[config.mk]
export PLATFORM = sky130hd
export DESIGN_NAME = dat_top
export DESIGN_NICKNAME = d
export VERILOG_FILES = /design/src/dat_pkg.sv /design/src/dat_qual.sv /design/src/dat_top.sv
export VERILOG_INCLUDE_DIRS = /design/src
export SDC_FILE = /design/constraint.sdc
export NUM_CORES = 2
export LEC_CHECK = 0
export BUFFER_PORTS_ARGS = -buffer_cell sky130_fd_sc_hd__buf_2
export CAP_MARGIN = 20
export CORE_ASPECT_RATIO = 2
export CORE_MARGIN = 2
export CORE_UTILIZATION = 35
export CTS_CLUSTER_DIAMETER = 40
export DETAILED_ROUTE_END_ITERATION = 7
export GPL_ROUTABILITY_DRIVEN = 0
export MAX_ROUTING_LAYER = met4
export SLEW_MARGIN = 20
export SYNTH_ARGS = -nofsm -noshare
export SYNTH_HDL_FRONTEND = slang
export SYNTH_SLANG_ARGS = --single-unit
[constraint.sdc]
create_clock -name clock_i -period 16.95 [get_ports clock_i]
set_input_delay 2.5425 -clock clock_i [delete_from_list [all_inputs] [get_ports clock_i]]
set_output_delay 2.5425 -clock clock_i [all_outputs]
set_load 0.02 [all_outputs]
[src/dat_cfg.svh]
// Constants of the auxiliary timer, counter and reference block.
// Assumes a 10 MHz clock and word addresses on the register bus.
// Function
// - Uniform-reach output with range hysteresis.
// - Multi-pump: high and low speed thresholds.
// - Timer one 0.1-10 s, two 1-100 s; after reset timer two is 0 s until written.
// - Timer output after delay while started.
// - Start open clears time and output.
// - Count pulses, flag at counting value.
// - Recount only after clear; intermediate alike.
// - Trigger levels last at least 2 ms.
// - Counter stops at 65535.
// - Target on equal, intermediate on greater-equal.
// - Analog source chosen by code 0-10.
// - Stacked source gives half sum times 50 Hz.
// - Filter constant 0-50, larger is slower.
// - Linear map between two endpoint frequencies.
// - Endpoint direction bit: 1 means reverse.
// - Negative region reverses only when enabled.
// - Forbidden negative region commands 0 Hz.
// - External reverse command flips direction.
// - Retain 0 drops UP/DOWN change at stop.
// - Main frequency setting always kept.
// - UP/DOWN step 0.01 Hz or 0.1 Hz.
`ifndef DAT_CFG_SVH
`define DAT_CFG_SVH
`define DAT_CLK_HZ     32'h0098_9680
`define DAT_MS_CYC     (`DAT_CLK_HZ / 32'h0000_03E8)
`define DAT_PULSE_MS   32'h0000_0002
`define DAT_PULSE_CYC  (`DAT_MS_CYC * `DAT_PULSE_MS)
`define DAT_TICK_MS    7'h64
`define DAT_T1_MIN     16'h0001
`define DAT_T1_MAX     16'h0064
`define DAT_T2_MIN     16'h0001
`define DAT_T2_MAX     16'h0064
`define DAT_T2_SCALE   11'h00A
`define DAT_CNT_SET    16'hFFDC
`define DAT_CNT_SAT    16'hFFFF
`define DAT_FREQ_MAX   16'h9C40
`define DAT_RANGE_MAX  16'h03E8
`define DAT_FILT_MAX   16'h0032
`define DAT_SRC_MAX    16'h000A
`define DAT_STACK_FREQ 32'h0000_1388
`define DAT_I4MA       12'h333
`define DAT_STEP_FINE  18'h0_0001
`define DAT_STEP_COARSE 18'h0_000A
`define DAT_IX_UF1     5'h00
`define DAT_IX_UF2     5'h01
`define DAT_IX_RANGE   5'h02
`define DAT_IX_T1      5'h03
`define DAT_IX_T2      5'h04
`define DAT_IX_CTGT    5'h05
`define DAT_IX_CMID    5'h06
`define DAT_IX_SRC     5'h07
`define DAT_IX_FILT    5'h08
`define DAT_IX_LOF     5'h09
`define DAT_IX_LOD     5'h0A
`define DAT_IX_HIF     5'h0B
`define DAT_IX_HID     5'h0C
`define DAT_IX_NEGREV  5'h0D
`define DAT_IX_RETAIN  5'h0E
`define DAT_IX_STEP    5'h0F
`define DAT_IX_PROG    5'h10
`define DAT_IX_MAIN    5'h11
`define DAT_IX_STATUS  5'h12
`define DAT_IX_CTRL    5'h13
`define DAT_NREG       18
`define DAT_RST_RANGE  16'h0032
`define DAT_RST_T1     16'h0001
`define DAT_RST_FILT   16'h0014
`define DAT_RST_HIF    16'h1388
`define DAT_ST_TGT     16
`define DAT_ST_MID     17
`define DAT_ST_T1      18
`define DAT_ST_T2      19
`define DAT_ST_R1      20
`define DAT_ST_R2      21
`define DAT_ST_REV     22
`define DAT_CTRL_CLR   0
`endif

[src/dat_pkg.sv]
// Types of the auxiliary timer, counter and reference block.
// Assumes dat_cfg.svh is on the include path.
`include "dat_cfg.svh"
package dat_pkg;
    typedef enum logic [3:0] {
        SRC_V10, SRC_V5, SRC_I20, SRC_I4, SRC_STACK, SRC_A,
        SRC_VA2, SRC_VA4, SRC_AB2, SRC_MAX, SRC_MIN
    } dat_src_t;

    typedef struct packed {
        logic        s1;
        logic        s2;
        logic        lvl;
        logic [15:0] cnt;
    } dat_qual_t;

    typedef struct packed {
        logic [`DAT_NREG-1:0][15:0] cfg;
        logic               waitreq;
        logic [31:0]        rdata;
        logic               clr;
        logic [15:0]        ms_c;
        logic [6:0]         tick_c;
        logic               trig_q;
        logic [15:0]        count;
        logic               tgt;
        logic               mid;
        logic [10:0]        el1;
        logic [10:0]        el2;
        logic               t1;
        logic               t2;
        logic               r1;
        logic               r2;
        logic [11:0]        y;
        logic [5:0]         fc;
        logic [15:0]        af;
        logic               arev;
        logic               run_q;
        logic signed [17:0] off;
        logic [15:0]        sf;
    } dat_state_t;
endpackage

[src/dat_qual.sv]
// Input synchroniser with a minimum stable-width qualifier.
// Assumes the input is an external level that may bounce.
`timescale 1ns/100ps
`default_nettype none
module dat_qual #(
    parameter int unsigned CYC = 1
) (
    input  wire logic clock_i,
    input  wire logic rst_n_i,
    input  wire logic in_i,
    output logic      level_o
);
    dat_pkg::dat_qual_t st;
    dat_pkg::dat_qual_t next_st;

    if (CYC < 1 || CYC > 65536) begin : g_chk
        $error("dat_qual: CYC out of range");
    end

    always_comb begin
        next_st = st;
        next_st.s1 = in_i;
        next_st.s2 = st.s1;
        // A level shorter than CYC cycles never reaches the output.
        if (st.s2 == st.lvl) begin
            next_st.cnt = 16'h0000;
        end else if (st.cnt == 16'(CYC - 1)) begin
            next_st.lvl = st.s2;
            next_st.cnt = 16'h0000;
        end else begin
            next_st.cnt = st.cnt + 16'h0001;
        end
    end

    always_ff @(posedge clock_i) begin
        if (!rst_n_i) begin
            st <= '0;
        end else begin
            st <= next_st;
        end
    end

    assign level_o = st.lvl;
endmodule
`default_nettype wire

[src/dat_top.sv]
// Uniform-reach, timers, event counter, analog reference and UP/DOWN.
// Assumes word addresses on the Avalon-MM slave and synchronous inputs.
`timescale 1ns/100ps
`default_nettype none
`include "dat_cfg.svh"
module dat_top #(
    parameter int unsigned MS_CYC    = `DAT_MS_CYC,
    parameter int unsigned PULSE_CYC = `DAT_PULSE_CYC
) (
    input  wire logic        clock_i,
    input  wire logic        rst_n_i,
    input  wire logic [4:0]  avs_address_i,
    input  wire logic        avs_read_i,
    input  wire logic        avs_write_i,
    input  wire logic [31:0] avs_writedata_i,
    output logic      [31:0] avs_readdata_o,
    output logic             avs_waitrequest_o,
    input  wire logic [15:0] out_freq_i,
    input  wire logic        multi_pump_i,
    input  wire logic        timer_one_start_i,
    input  wire logic        timer_two_start_i,
    input  wire logic        count_trigger_i,
    input  wire logic        count_clear_i,
    input  wire logic [11:0] analog_volt_i,
    input  wire logic [11:0] analog_curr_i,
    input  wire logic [11:0] aux_analog_in_a_i,
    input  wire logic [11:0] aux_analog_in_b_i,
    input  wire logic        reverse_cmd_i,
    input  wire logic        run_i,
    input  wire logic        up_i,
    input  wire logic        down_i,
    output logic             uniform_one_reach_o,
    output logic             uniform_two_reach_o,
    output logic             timer_one_reach_o,
    output logic             timer_two_reach_o,
    output logic             count_target_reach_o,
    output logic             count_mid_reach_o,
    output logic      [15:0] analog_freq_o,
    output logic             analog_reverse_o,
    output logic      [15:0] set_freq_o
);
    dat_pkg::dat_state_t st;
    dat_pkg::dat_state_t next_st;
    logic start1;
    logic start2;
    logic trig;
    logic clr_in;

    if (MS_CYC < 2 || MS_CYC > 65536 || PULSE_CYC < 1
            || PULSE_CYC > 65536) begin : g_chk
        $error("dat_top: timing parameter out of range");
    end

    function automatic logic [15:0] lim(input logic [15:0] v,
                                        input logic [15:0] lo,
                                        input logic [15:0] hi);
        lim = (v < lo) ? lo : ((v > hi) ? hi : v);
    endfunction

    // Rising threshold unless below is set, then falling threshold.
    function automatic logic hyst(input logic        prev,
                                  input logic [15:0] f,
                                  input logic [15:0] thr,
                                  input logic [15:0] rng,
                                  input logic        below);
        logic [16:0] fr;
        logic [16:0] tr;
        begin
            fr = {1'b0, f} + {1'b0, rng};
            tr = {1'b0, thr} + {1'b0, rng};
            if (below) begin
                hyst = prev ? ({1'b0, f} <= tr) : (f < thr);
            end else begin
                hyst = prev ? (fr >= {1'b0, thr}) : (f > thr);
            end
        end
    endfunction

    function automatic logic [11:0] avg(input logic [11:0] a,
                                        input logic [11:0] b);
        logic [12:0] s;
        begin
            s = {1'b0, a} + {1'b0, b};
            avg = s[12:1];
        end
    endfunction

    // Full scale 4095 is stretched to 4096 so a shift replaces a divide.
    function automatic logic [12:0] fs(input logic [11:0] x);
        fs = {1'b0, x} + {12'h000, x[11]};
    endfunction

    function automatic logic [11:0] srcmux(input logic [3:0]  code,
                                           input logic [11:0] v,
                                           input logic [11:0] i,
                                           input logic [11:0] a,
                                           input logic [11:0] b);
        logic [13:0] t;
        begin
            t = 14'h0000;
            unique case (dat_pkg::dat_src_t'(code))
                dat_pkg::SRC_V10:   srcmux = v;
                dat_pkg::SRC_V5:    srcmux = v[11] ? 12'hFFF : {v[10:0], 1'b0};
                dat_pkg::SRC_I20:   srcmux = i;
                dat_pkg::SRC_I4: begin
                    t = (i < `DAT_I4MA) ? 14'h0000
                        : 14'((i - `DAT_I4MA) * 14'h0005 >> 2);
                    srcmux = t[13:12] != 2'b00 ? 12'hFFF : t[11:0];
                end
                dat_pkg::SRC_STACK: srcmux = avg(v, i);
                dat_pkg::SRC_A:     srcmux = a;
                dat_pkg::SRC_VA2:   srcmux = avg(v, a);
                dat_pkg::SRC_VA4: begin
                    t = {1'b0, v, 1'b0} + {2'b00, v} + {2'b00, a};
                    srcmux = t[13:2];
                end
                dat_pkg::SRC_AB2:   srcmux = avg(a, b);
                dat_pkg::SRC_MAX:   srcmux = (a > b) ? a : b;
                dat_pkg::SRC_MIN:   srcmux = (a < b) ? a : b;
                default:            srcmux = 12'h000;
            endcase
        end
    endfunction

    dat_qual #(.CYC(1)) u_start1 (
        .clock_i (clock_i),
        .rst_n_i (rst_n_i),
        .in_i    (timer_one_start_i),
        .level_o (start1)
    );
    dat_qual #(.CYC(1)) u_start2 (
        .clock_i (clock_i),
        .rst_n_i (rst_n_i),
        .in_i    (timer_two_start_i),
        .level_o (start2)
    );
    dat_qual #(.CYC(PULSE_CYC)) u_trig (
        .clock_i (clock_i),
        .rst_n_i (rst_n_i),
        .in_i    (count_trigger_i),
        .level_o (trig)
    );
    dat_qual #(.CYC(PULSE_CYC)) u_clr (
        .clock_i (clock_i),
        .rst_n_i (rst_n_i),
        .in_i    (count_clear_i),
        .level_o (clr_in)
    );

    always_comb begin
        logic               req;
        logic               ms;
        logic               tick;
        logic [15:0]        wv;
        logic [10:0]        tg1;
        logic [10:0]        tg2;
        logic               cclr;
        logic [11:0]        x;
        logic signed [12:0] d;
        logic signed [17:0] los;
        logic signed [17:0] his;
        logic signed [31:0] prod;
        logic signed [17:0] f;
        logic [31:0]        sp;
        logic signed [17:0] ns;
        logic signed [17:0] stp;
        logic signed [17:0] mn;
        req = avs_read_i | avs_write_i;
        ms = 1'b0;
        tick = 1'b0;
        wv = avs_writedata_i[15:0];
        tg1 = 11'h000;
        tg2 = 11'h000;
        cclr = 1'b0;
        x = 12'h000;
        d = 13'sh0000;
        los = 18'sh0_0000;
        his = 18'sh0_0000;
        prod = 32'sh0000_0000;
        f = 18'sh0_0000;
        sp = 32'h0000_0000;
        ns = 18'sh0_0000;
        stp = 18'sh0_0000;
        mn = 18'sh0_0000;
        next_st = st;
        next_st.clr = 1'b0;

        // Two-phase slave: read data are loaded while waitrequest is
        // high, and a write lands only at the edge the master samples.
        if (req && st.waitreq) begin
            next_st.waitreq = 1'b0;
            next_st.rdata = 32'h0000_0000;
            if (avs_read_i && avs_address_i < 5'(`DAT_NREG)) begin
                next_st.rdata = {16'h0000, st.cfg[avs_address_i]};
            end else if (avs_read_i && avs_address_i == `DAT_IX_STATUS) begin
                next_st.rdata = {9'h000, st.arev, st.r2, st.r1, st.t2,
                                 st.t1, st.mid, st.tgt, st.count};
            end
        end else if (req) begin
            next_st.waitreq = 1'b1;
            if (avs_write_i) begin
                unique case (avs_address_i)
                    `DAT_IX_UF1, `DAT_IX_UF2, `DAT_IX_LOF, `DAT_IX_HIF,
                    `DAT_IX_MAIN:
                        next_st.cfg[avs_address_i] =
                            lim(wv, 16'h0000, `DAT_FREQ_MAX);
                    `DAT_IX_RANGE:
                        next_st.cfg[avs_address_i] =
                            lim(wv, 16'h0000, `DAT_RANGE_MAX);
                    `DAT_IX_T1:
                        next_st.cfg[avs_address_i] =
                            lim(wv, `DAT_T1_MIN, `DAT_T1_MAX);
                    `DAT_IX_T2:
                        next_st.cfg[avs_address_i] =
                            lim(wv, `DAT_T2_MIN, `DAT_T2_MAX);
                    `DAT_IX_CTGT, `DAT_IX_CMID:
                        next_st.cfg[avs_address_i] =
                            lim(wv, 16'h0000, `DAT_CNT_SET);
                    `DAT_IX_SRC:
                        next_st.cfg[avs_address_i] =
                            lim(wv, 16'h0000, `DAT_SRC_MAX);
                    `DAT_IX_FILT:
                        next_st.cfg[avs_address_i] =
                            lim(wv, 16'h0000, `DAT_FILT_MAX);
                    `DAT_IX_LOD, `DAT_IX_HID, `DAT_IX_NEGREV,
                    `DAT_IX_RETAIN, `DAT_IX_STEP:
                        next_st.cfg[avs_address_i] = {15'h0000, wv[0]};
                    `DAT_IX_PROG:
                        next_st.cfg[avs_address_i] = wv;
                    `DAT_IX_CTRL:
                        next_st.clr = avs_writedata_i[`DAT_CTRL_CLR];
                    default: ;
                endcase
            end
        end

        // Millisecond and 100 ms enables from one free divider.
        if (st.ms_c == 16'(MS_CYC - 1)) begin
            next_st.ms_c = 16'h0000;
            ms = 1'b1;
        end else begin
            next_st.ms_c = st.ms_c + 16'h0001;
        end
        if (ms) begin
            next_st.tick_c = (st.tick_c == `DAT_TICK_MS - 7'h01)
                             ? 7'h00 : st.tick_c + 7'h01;
            tick = (st.tick_c == `DAT_TICK_MS - 7'h01);
        end

        // The first 100 ms step may come early: the divider runs free.
        tg1 = st.cfg[`DAT_IX_T1][10:0];
        tg2 = 11'(st.cfg[`DAT_IX_T2][6:0] * `DAT_T2_SCALE);
        next_st.el1 = !start1 ? 11'h000
                      : (tick && st.el1 < tg1) ? st.el1 + 11'h001 : st.el1;
        next_st.el2 = !start2 ? 11'h000
                      : (tick && st.el2 < tg2) ? st.el2 + 11'h001 : st.el2;
        next_st.t1 = start1 && next_st.el1 >= tg1;
        next_st.t2 = start2 && next_st.el2 >= tg2;

        // Clear wins over a trigger edge in the same cycle.
        cclr = st.clr || clr_in;
        next_st.trig_q = trig;
        if (cclr) begin
            next_st.count = 16'h0000;
        end else if (trig && !st.trig_q && !st.tgt
                     && st.count != `DAT_CNT_SAT) begin
            next_st.count = st.count + 16'h0001;
        end
        next_st.tgt = next_st.count == st.cfg[`DAT_IX_CTGT];
        next_st.mid = next_st.count >= st.cfg[`DAT_IX_CMID];

        next_st.r1 = hyst(st.r1, out_freq_i, st.cfg[`DAT_IX_UF1],
                          st.cfg[`DAT_IX_RANGE], 1'b0);
        next_st.r2 = hyst(st.r2, out_freq_i, st.cfg[`DAT_IX_UF2],
                          st.cfg[`DAT_IX_RANGE], multi_pump_i);

        x = srcmux(st.cfg[`DAT_IX_SRC][3:0], analog_volt_i, analog_curr_i,
                   aux_analog_in_a_i, aux_analog_in_b_i);
        if (ms) begin
            if ({10'h000, st.fc} >= st.cfg[`DAT_IX_FILT]) begin
                next_st.fc = 6'h00;
                d = $signed({1'b0, x}) - $signed({1'b0, st.y});
                next_st.y = 12'(st.y + 12'(d >>> 2));
                if (d > -13'sd4 && d < 13'sd4) begin
                    next_st.y = x;
                end
            end else begin
                next_st.fc = st.fc + 6'h01;
            end
        end

        if (st.cfg[`DAT_IX_SRC] == 16'(dat_pkg::SRC_STACK)) begin
            sp = (`DAT_STACK_FREQ * {19'h0_0000, fs(st.y)}) >> 12;
            f = $signed({2'b00, sp[15:0]});
        end else begin
            los = $signed({2'b00, st.cfg[`DAT_IX_LOF]});
            his = $signed({2'b00, st.cfg[`DAT_IX_HIF]});
            los = st.cfg[`DAT_IX_LOD][0] ? -los : los;
            his = st.cfg[`DAT_IX_HID][0] ? -his : his;
            prod = (his - los) * $signed({1'b0, fs(st.y)});
            f = los + 18'(prod >>> 12);
        end
        if (f < 18'sh0_0000 && !st.cfg[`DAT_IX_NEGREV][0]) begin
            f = 18'sh0_0000;
        end
        next_st.af = f < 18'sh0_0000 ? 16'(-f) : f[15:0];
        next_st.arev = (f < 18'sh0_0000) ^ reverse_cmd_i;

        // The main setting register is never touched here, only offset.
        mn = $signed({2'b00, st.cfg[`DAT_IX_MAIN]});
        stp = st.cfg[`DAT_IX_STEP][0] ? `DAT_STEP_COARSE
                                      : `DAT_STEP_FINE;
        next_st.run_q = run_i;
        ns = mn + st.off;
        if (run_i && up_i && !down_i) begin
            ns = ns + stp;
        end else if (run_i && down_i && !up_i) begin
            ns = ns - stp;
        end
        if (ns < 18'sh0_0000) begin
            ns = 18'sh0_0000;
        end else if (ns > $signed({2'b00, `DAT_FREQ_MAX})) begin
            ns = $signed({2'b00, `DAT_FREQ_MAX});
        end
        next_st.off = ns - mn;
        if (st.run_q && !run_i && !st.cfg[`DAT_IX_RETAIN][0]) begin
            next_st.off = 18'sh0_0000;
            ns = mn;
        end
        next_st.sf = ns[15:0];
    end

    always_ff @(posedge clock_i) begin
        if (!rst_n_i) begin
            st <= '0;
            st.waitreq <= 1'b1;
            st.cfg[`DAT_IX_RANGE] <= `DAT_RST_RANGE;
            st.cfg[`DAT_IX_T1] <= `DAT_RST_T1;
            st.cfg[`DAT_IX_FILT] <= `DAT_RST_FILT;
            st.cfg[`DAT_IX_HIF] <= `DAT_RST_HIF;
            st.tgt <= 1'b1;
            st.mid <= 1'b1;
        end else begin
            st <= next_st;
        end
    end

    assign avs_readdata_o = st.rdata;
    assign avs_waitrequest_o = st.waitreq;
    assign uniform_one_reach_o = st.r1;
    assign uniform_two_reach_o = st.r2;
    assign timer_one_reach_o = st.t1;
    assign timer_two_reach_o = st.t2;
    assign count_target_reach_o = st.tgt;
    assign count_mid_reach_o = st.mid;
    assign analog_freq_o = st.af;
    assign analog_reverse_o = st.arev;
    assign set_freq_o = st.sf;
endmodule
`default_nettype wire

Yosys cells after proc, flatten, opt, wreduce, memory -nomap -nowiden --
Cells that the tools add are included. Widths: inputs -> output; s select.
Operators by class: $add $sub $neg 30, multiply operators 4, divide/modulo/power cells 0, $lt $le $gt $ge 32, equal/unequal tests 40, shift operators 0, multiplexer cells 61, bitwise logic cells 11, reductions and logical operators 51
Operators by type and width (number):
- $bwmux 288 | 8
- $pmux 288 s8 | 1
- $mux 16 | 18
- $mux 18 | 8
- $pmux 12 s11 | 1
- $add 16x1->16 const B | 6
- $bmux 16 s5 | 1
- $demux 16 s5 | 1
- $mux 12 | 6
- $lt 18x1->1 const B | 3
- $mux 23 | 2
- $mux 11 | 4
- $eq 5x4->1 const B | 8
- $add 12x12->13 | 3
- $neg 16->18 | 2
- $add 16x16->17 | 2
- $ge 17x16->1 | 2
- $eq 16x15->1 const B | 2
- $gt 16x16->1 | 2
- $gt 16x16->1 const B | 2
- $logic_not 16->1 | 2
- $lt 16x1->1 const B | 2
- $mul 19x14->30 | 1
- $mul 10x13->23 const A | 1
- 71 further kinds | 141
Storage, ports and cells: register bits after elaboration 536, bits in latches 0, RAM bits 0, ROM bits 0, input bits 114, output and inout bits 72, logic and storage cells 285, memories 0

Logic depth before layout (Yosys ltp) --
depth after elaboration 11, gate-level depth with buffers 58, mapped depth without buffers 57

Hierarchy --
A second synthesis with hierarchy kept.
Second synthesis, totals: cell total of the unflattened synthesis 5627, area, all modules 47382.9 µm²
Modules (own cells, without submodules):
- dat_top | times used 1, cells each 5275, area an instance 44124.8 µm², seq. area each 9028.7 µm²
- dat_qual at u_start1 ... | times used 2, cells each 88, area an instance 829.5 µm², seq. area each 380.4 µm²
- dat_qual at u_clr ... | times used 2, cells each 88, area an instance 799.5 µm², seq. area each 380.4 µm²

Worst setup path before layout --
OpenSTA, ideal clock, no wires.
path kind reg-to-reg, start point register with a tool-made name, end point register st, in the netlist analog_freq_o[14], library setup time 0.132 ns, data arrival time 12.919 ns, slack 3.899 ns, stages on the path, launching flop included 56, buffers on the path 4, clock period less this slack 13.051 ns, path through dfxtp_1 > clkbuf_1 > clkbuf_1 > o21ai_0 > fa_1 > inv_1 > a21oi_1 > a211oi_1 > o41ai_1 > and2_1 > o21ba_2 > o41ai_1 > xor2_1 > clkbuf_1 > nand2_1 > fa_1 > fa_1 > inv_1 > (+20 left out) > a31o_2 > a22o_1 > a21oi_1 > a31oi_1 > o21ai_1 > xor2_1 > nor2_1 > buf_2 > a21o_1 > ha_1 > nand2_1 > nor4_1 > and3_1 > nand3b_1 > or4b_2 > nor3b_1 > or4_1 > a21oi_1
RTL lines:
- end signal, assigned | RTL line dat_top.sv:344 | st <= next_st;
- end, declared | RTL line dat_top.sv:42 | dat_pkg::dat_state_t st;

==> run_results.csv <==
group,metric,value,unit
sta,slew_headroom,0.2607,
drt,vias,40440,
sta,worst_slack,1681,ps
sta,drv_slew,0,
floorplan,initial_core_util,0.3527,
cts,cts_buffers,56,
placement,pre_cts_ws,1807,ps
yosys,yosysSeqAreaShare,0.2235,
sta,post-route-period-util,0.9008,
sta,skew,71.46,ps
global_routing,met1_usage,0.2107,
sta,fin_setup_tns,0,ps
power,combPwrFrac,0.217,
cts,clockBufferDepth,3,
power,seqPwrFrac,0.381,
yosys,synth_flop_cell,"dfxtp_1",
global_routing,grt_pass1_vias,41520,
worst_setup_path,cp.arrival,15800,ps
hold_path,hp-class,"flop to flop",
power,p_total,0.003397,W
worst_setup_path,startpoint_type,"flop",
outcome,status,"finished, final reports clean",
yosys,ys_types,101,
global_routing,grt_max_degree,117,
floorplan,core,133800,sq um
layout,mostFrequentLayoutCells,"inv_1, nor2_1, dfxtp_1",
worst_setup_path,r2r_cells,50,
yosys,synth-warning-count,0,
drt,routedWlPerCell,21.26,um
floorplan,die_y,523.4,um
power,switchingPower,0.001084,W
yosys,synth_edf_count,0,
hold_path,holdPathStages,1,
cts,cts_hold_buf,0,
worst_setup_path,slowest_stage,"dfxtp_1",
global_routing,grt_usage,0.2306,
yosys,ys_seq_elements,527,
layout,syn_to_final_growth,9.396,%
global_routing,antenna_found_initial,10,
power,p_clk_frac,0.402,
sta,setup_viol,0,
cts,cts_root_buffer,"clkbuf_16",
worst_setup_path,worstSetupEndpointType,"flop",
power,p_int,0.002312,W
worst_setup_path,cp.required,17480,ps
layout,drive_gt1_frac,0.08829,
sta,fin_crit,15270,ps
cts,clkSlewWorstSetupHoldPaths,70,ps
global_routing,gr-usage-met2,0.4252,
cts,clk_latency,680,ps
worst_setup_path,crit_type,"flop to flop",
power,powerDensity,65.77,nW/um^2
floorplan,rows,190,
worst_setup_path,slowest_delay,900,ps
yosys,syn_area_per_cell,8.465,sq um
sta,max_freq,0.06549,GHz
yosys,postSynth.asyncResetShare,0,
yosys,synthCells,5577,
sta,rsz0062_at_grt,"no",
power,cellLeakagePower,22.41,nW
layout,mostFrequentLayoutCell,"inv_1",
drt,dr.pass1.iters,8,
worst_setup_path,crit_path_max_fanout,20,
global_routing,busiest_layer,"met2",
cts,cts_tree,"built",
power,switching_share,0.3192,
cts,post_cts_resized,0,
cts,cts_sinks,527,
cts,htreeDepth,2,
sta,hold_viol,0,
drt,ant_nets,0,
global_routing,grt_pass1_wl,238200,um
drt,drt_wl_total,156600,um
sta,worst_pin_slew,1109,ps
layout,nets,6454,
placement,post-dp-hpwl,126400,um
drt,post-route-drc-count,0,
power,vdd_drop_max,0.00006472,V
drt,drtIter0Drc,2425,
floorplan,die_area,138000,sq um
layout,n_fill_cell,13580,
placement,io_buffers,160,
drt,via_per_inst,5.490,
global_routing,gr-total-overflow,0,
yosys,syn_area,47210,sq um
cts,postCtsSetupBuffers,0,
global_routing,use_met3,0.02642,
floorplan,die_x,263.7,um
flow_run,drv_cap,0,
floorplan,top_level_ports,186,
[critical path: cells and delay by family (launching register included)]
family | cells | cell delay (ps)
simple gates | 11 | 2970
flops | 1 | 900
xor+xnor | 3 | 1370
fa+ha+maj | 10 | 4010
compound gates | 21 | 5480
buf+inv | 5 | 390
[path summary, 6_finish.rpt]
| kind | startpoint | endpoint | slack (ps) |
|---|---|---|---|
| worst max register to register | flop | analog_freq_o[14] | 1680 |
| worst min register to register | u_clr.next_st[17] | u_clr.st[17] | 430 |
| worst min-delay path | u_clr.next_st[17] | u_clr.st[17] | 430 |
| worst max-delay path | flop | analog_freq_o[14] | 1680 |
[Yosys cell counts, types with 11 or more instances]
| master | number | area (sq um) |
|---|---|---|
| a211oi_1 | 129 | 968.4 |
| a21boi_0 | 19 | 142.6 |
| a21o_1 | 90 | 675.7 |
| a21oi_1 | 271 | 1356 |
| a221oi_1 | 31 | 271.5 |
| a22oi_1 | 24 | 180.2 |
| a31oi_1 | 28 | 175.2 |
| and2_1 | 138 | 863.3 |
| and3_1 | 95 | 594.3 |
| and4_1 | 11 | 96.34 |
| buf_1 | 12 | 45.04 |
| buf_4 | 64 | 480.5 |
| clkbuf_1 | 202 | 758.2 |
| dfxtp_1 | 527 | 10550 |
| fa_1 | 268 | 5365 |
| ha_1 | 485 | 6068 |
| inv_1 | 590 | 2215 |
| mux2_2 | 25 | 281.5 |
| mux2i_1 | 74 | 740.7 |
| mux4_2 | 64 | 1441 |
| nand2_1 | 441 | 1655 |
| nand2b_1 | 58 | 362.9 |
| nand3_1 | 114 | 570.6 |
| nand4_1 | 62 | 387.9 |
| nor2_1 | 572 | 2147 |
| nor2b_1 | 73 | 456.7 |
| nor3_1 | 116 | 580.6 |
| nor3b_1 | 12 | 90.09 |
| nor4_1 | 31 | 193.9 |
| nor4b_1 | 11 | 96.34 |
| o211ai_1 | 18 | 135.1 |
| o21a_1 | 27 | 202.7 |
| o21ai_0 | 157 | 785.8 |
| o21bai_1 | 52 | 390.4 |
| o221ai_1 | 29 | 254.0 |
| o22ai_1 | 19 | 118.9 |
| o31ai_1 | 30 | 225.2 |
| or2_2 | 15 | 93.84 |
| or3_1 | 33 | 206.5 |
| or4_1 | 22 | 165.2 |
| xnor2_1 | 213 | 1866 |
| xor2_1 | 156 | 1366 |
[cell families (layout without fill, tap and decap cells)]
kind of cell               Yosys count  count (layout)  share of synthesized area
AOI/OAI and AO/OA                 1038            1038                     0.1477
muxes                              163             163                    0.05219
and+or+nand+nor                   1835            1835                     0.1869
DFF                                527             527                     0.2235
buffers and inverters              880             924                    0.07554
adders and majority gates          757             757                     0.2430
other                                1              18                 0.00007944
xor gates and xnor gates           376             376                    0.07103
[routing by layer]
layer	up-vias	share of wire
met1	19510	0.34
met4	0	0.10
met2	1232	0.52
met5	-	0
li1	19140	-
met3	562	0.040
[power groups by stage]
stage          Combinational [W]  Clock [W]  Sequential (W)
6_report                0.000738    0.00136         0.00129
3_3_place_gp            0.000711          0         0.00132
5_1_grt                 0.000814    0.00143         0.00130
3_5_place_dp            0.000726          0         0.00132
4_1_cts                 0.000732    0.00139         0.00129
2_1_floorplan           0.000538          0         0.00131
[area by class of cell]
type	instances	area (sq um)	share of cell area
Timing Repair Buffer	230	1341	0.02597
Antenna cell	9	22.52	0.0004361
Clock inverter	33	541.8	0.01049
Inverter	594	2237	0.04332
Clock buffer	67	1513	0.02929
Multi-Input combinational cell	4178	33270	0.6443
Tap cell	1728	2162	0.04187
Sequential cell	527	10550	0.2043
[through the flow]
stage          hold WS [ps]  cell area, sq um  utilization  std cells
5_1_grt               450.0             51640       0.3858       7366
6_report              434.2             51640       0.3858       7366
2_1_floorplan         411.9             47240            -       5585
4_1_cts               436.3             51600       0.3855       7356
3_5_place_dp          419.0             49540       0.3702       7256
3_3_place_gp          427.1             49540       0.3702       7256
No activity file was read; power rests on OpenSTA's default activity.
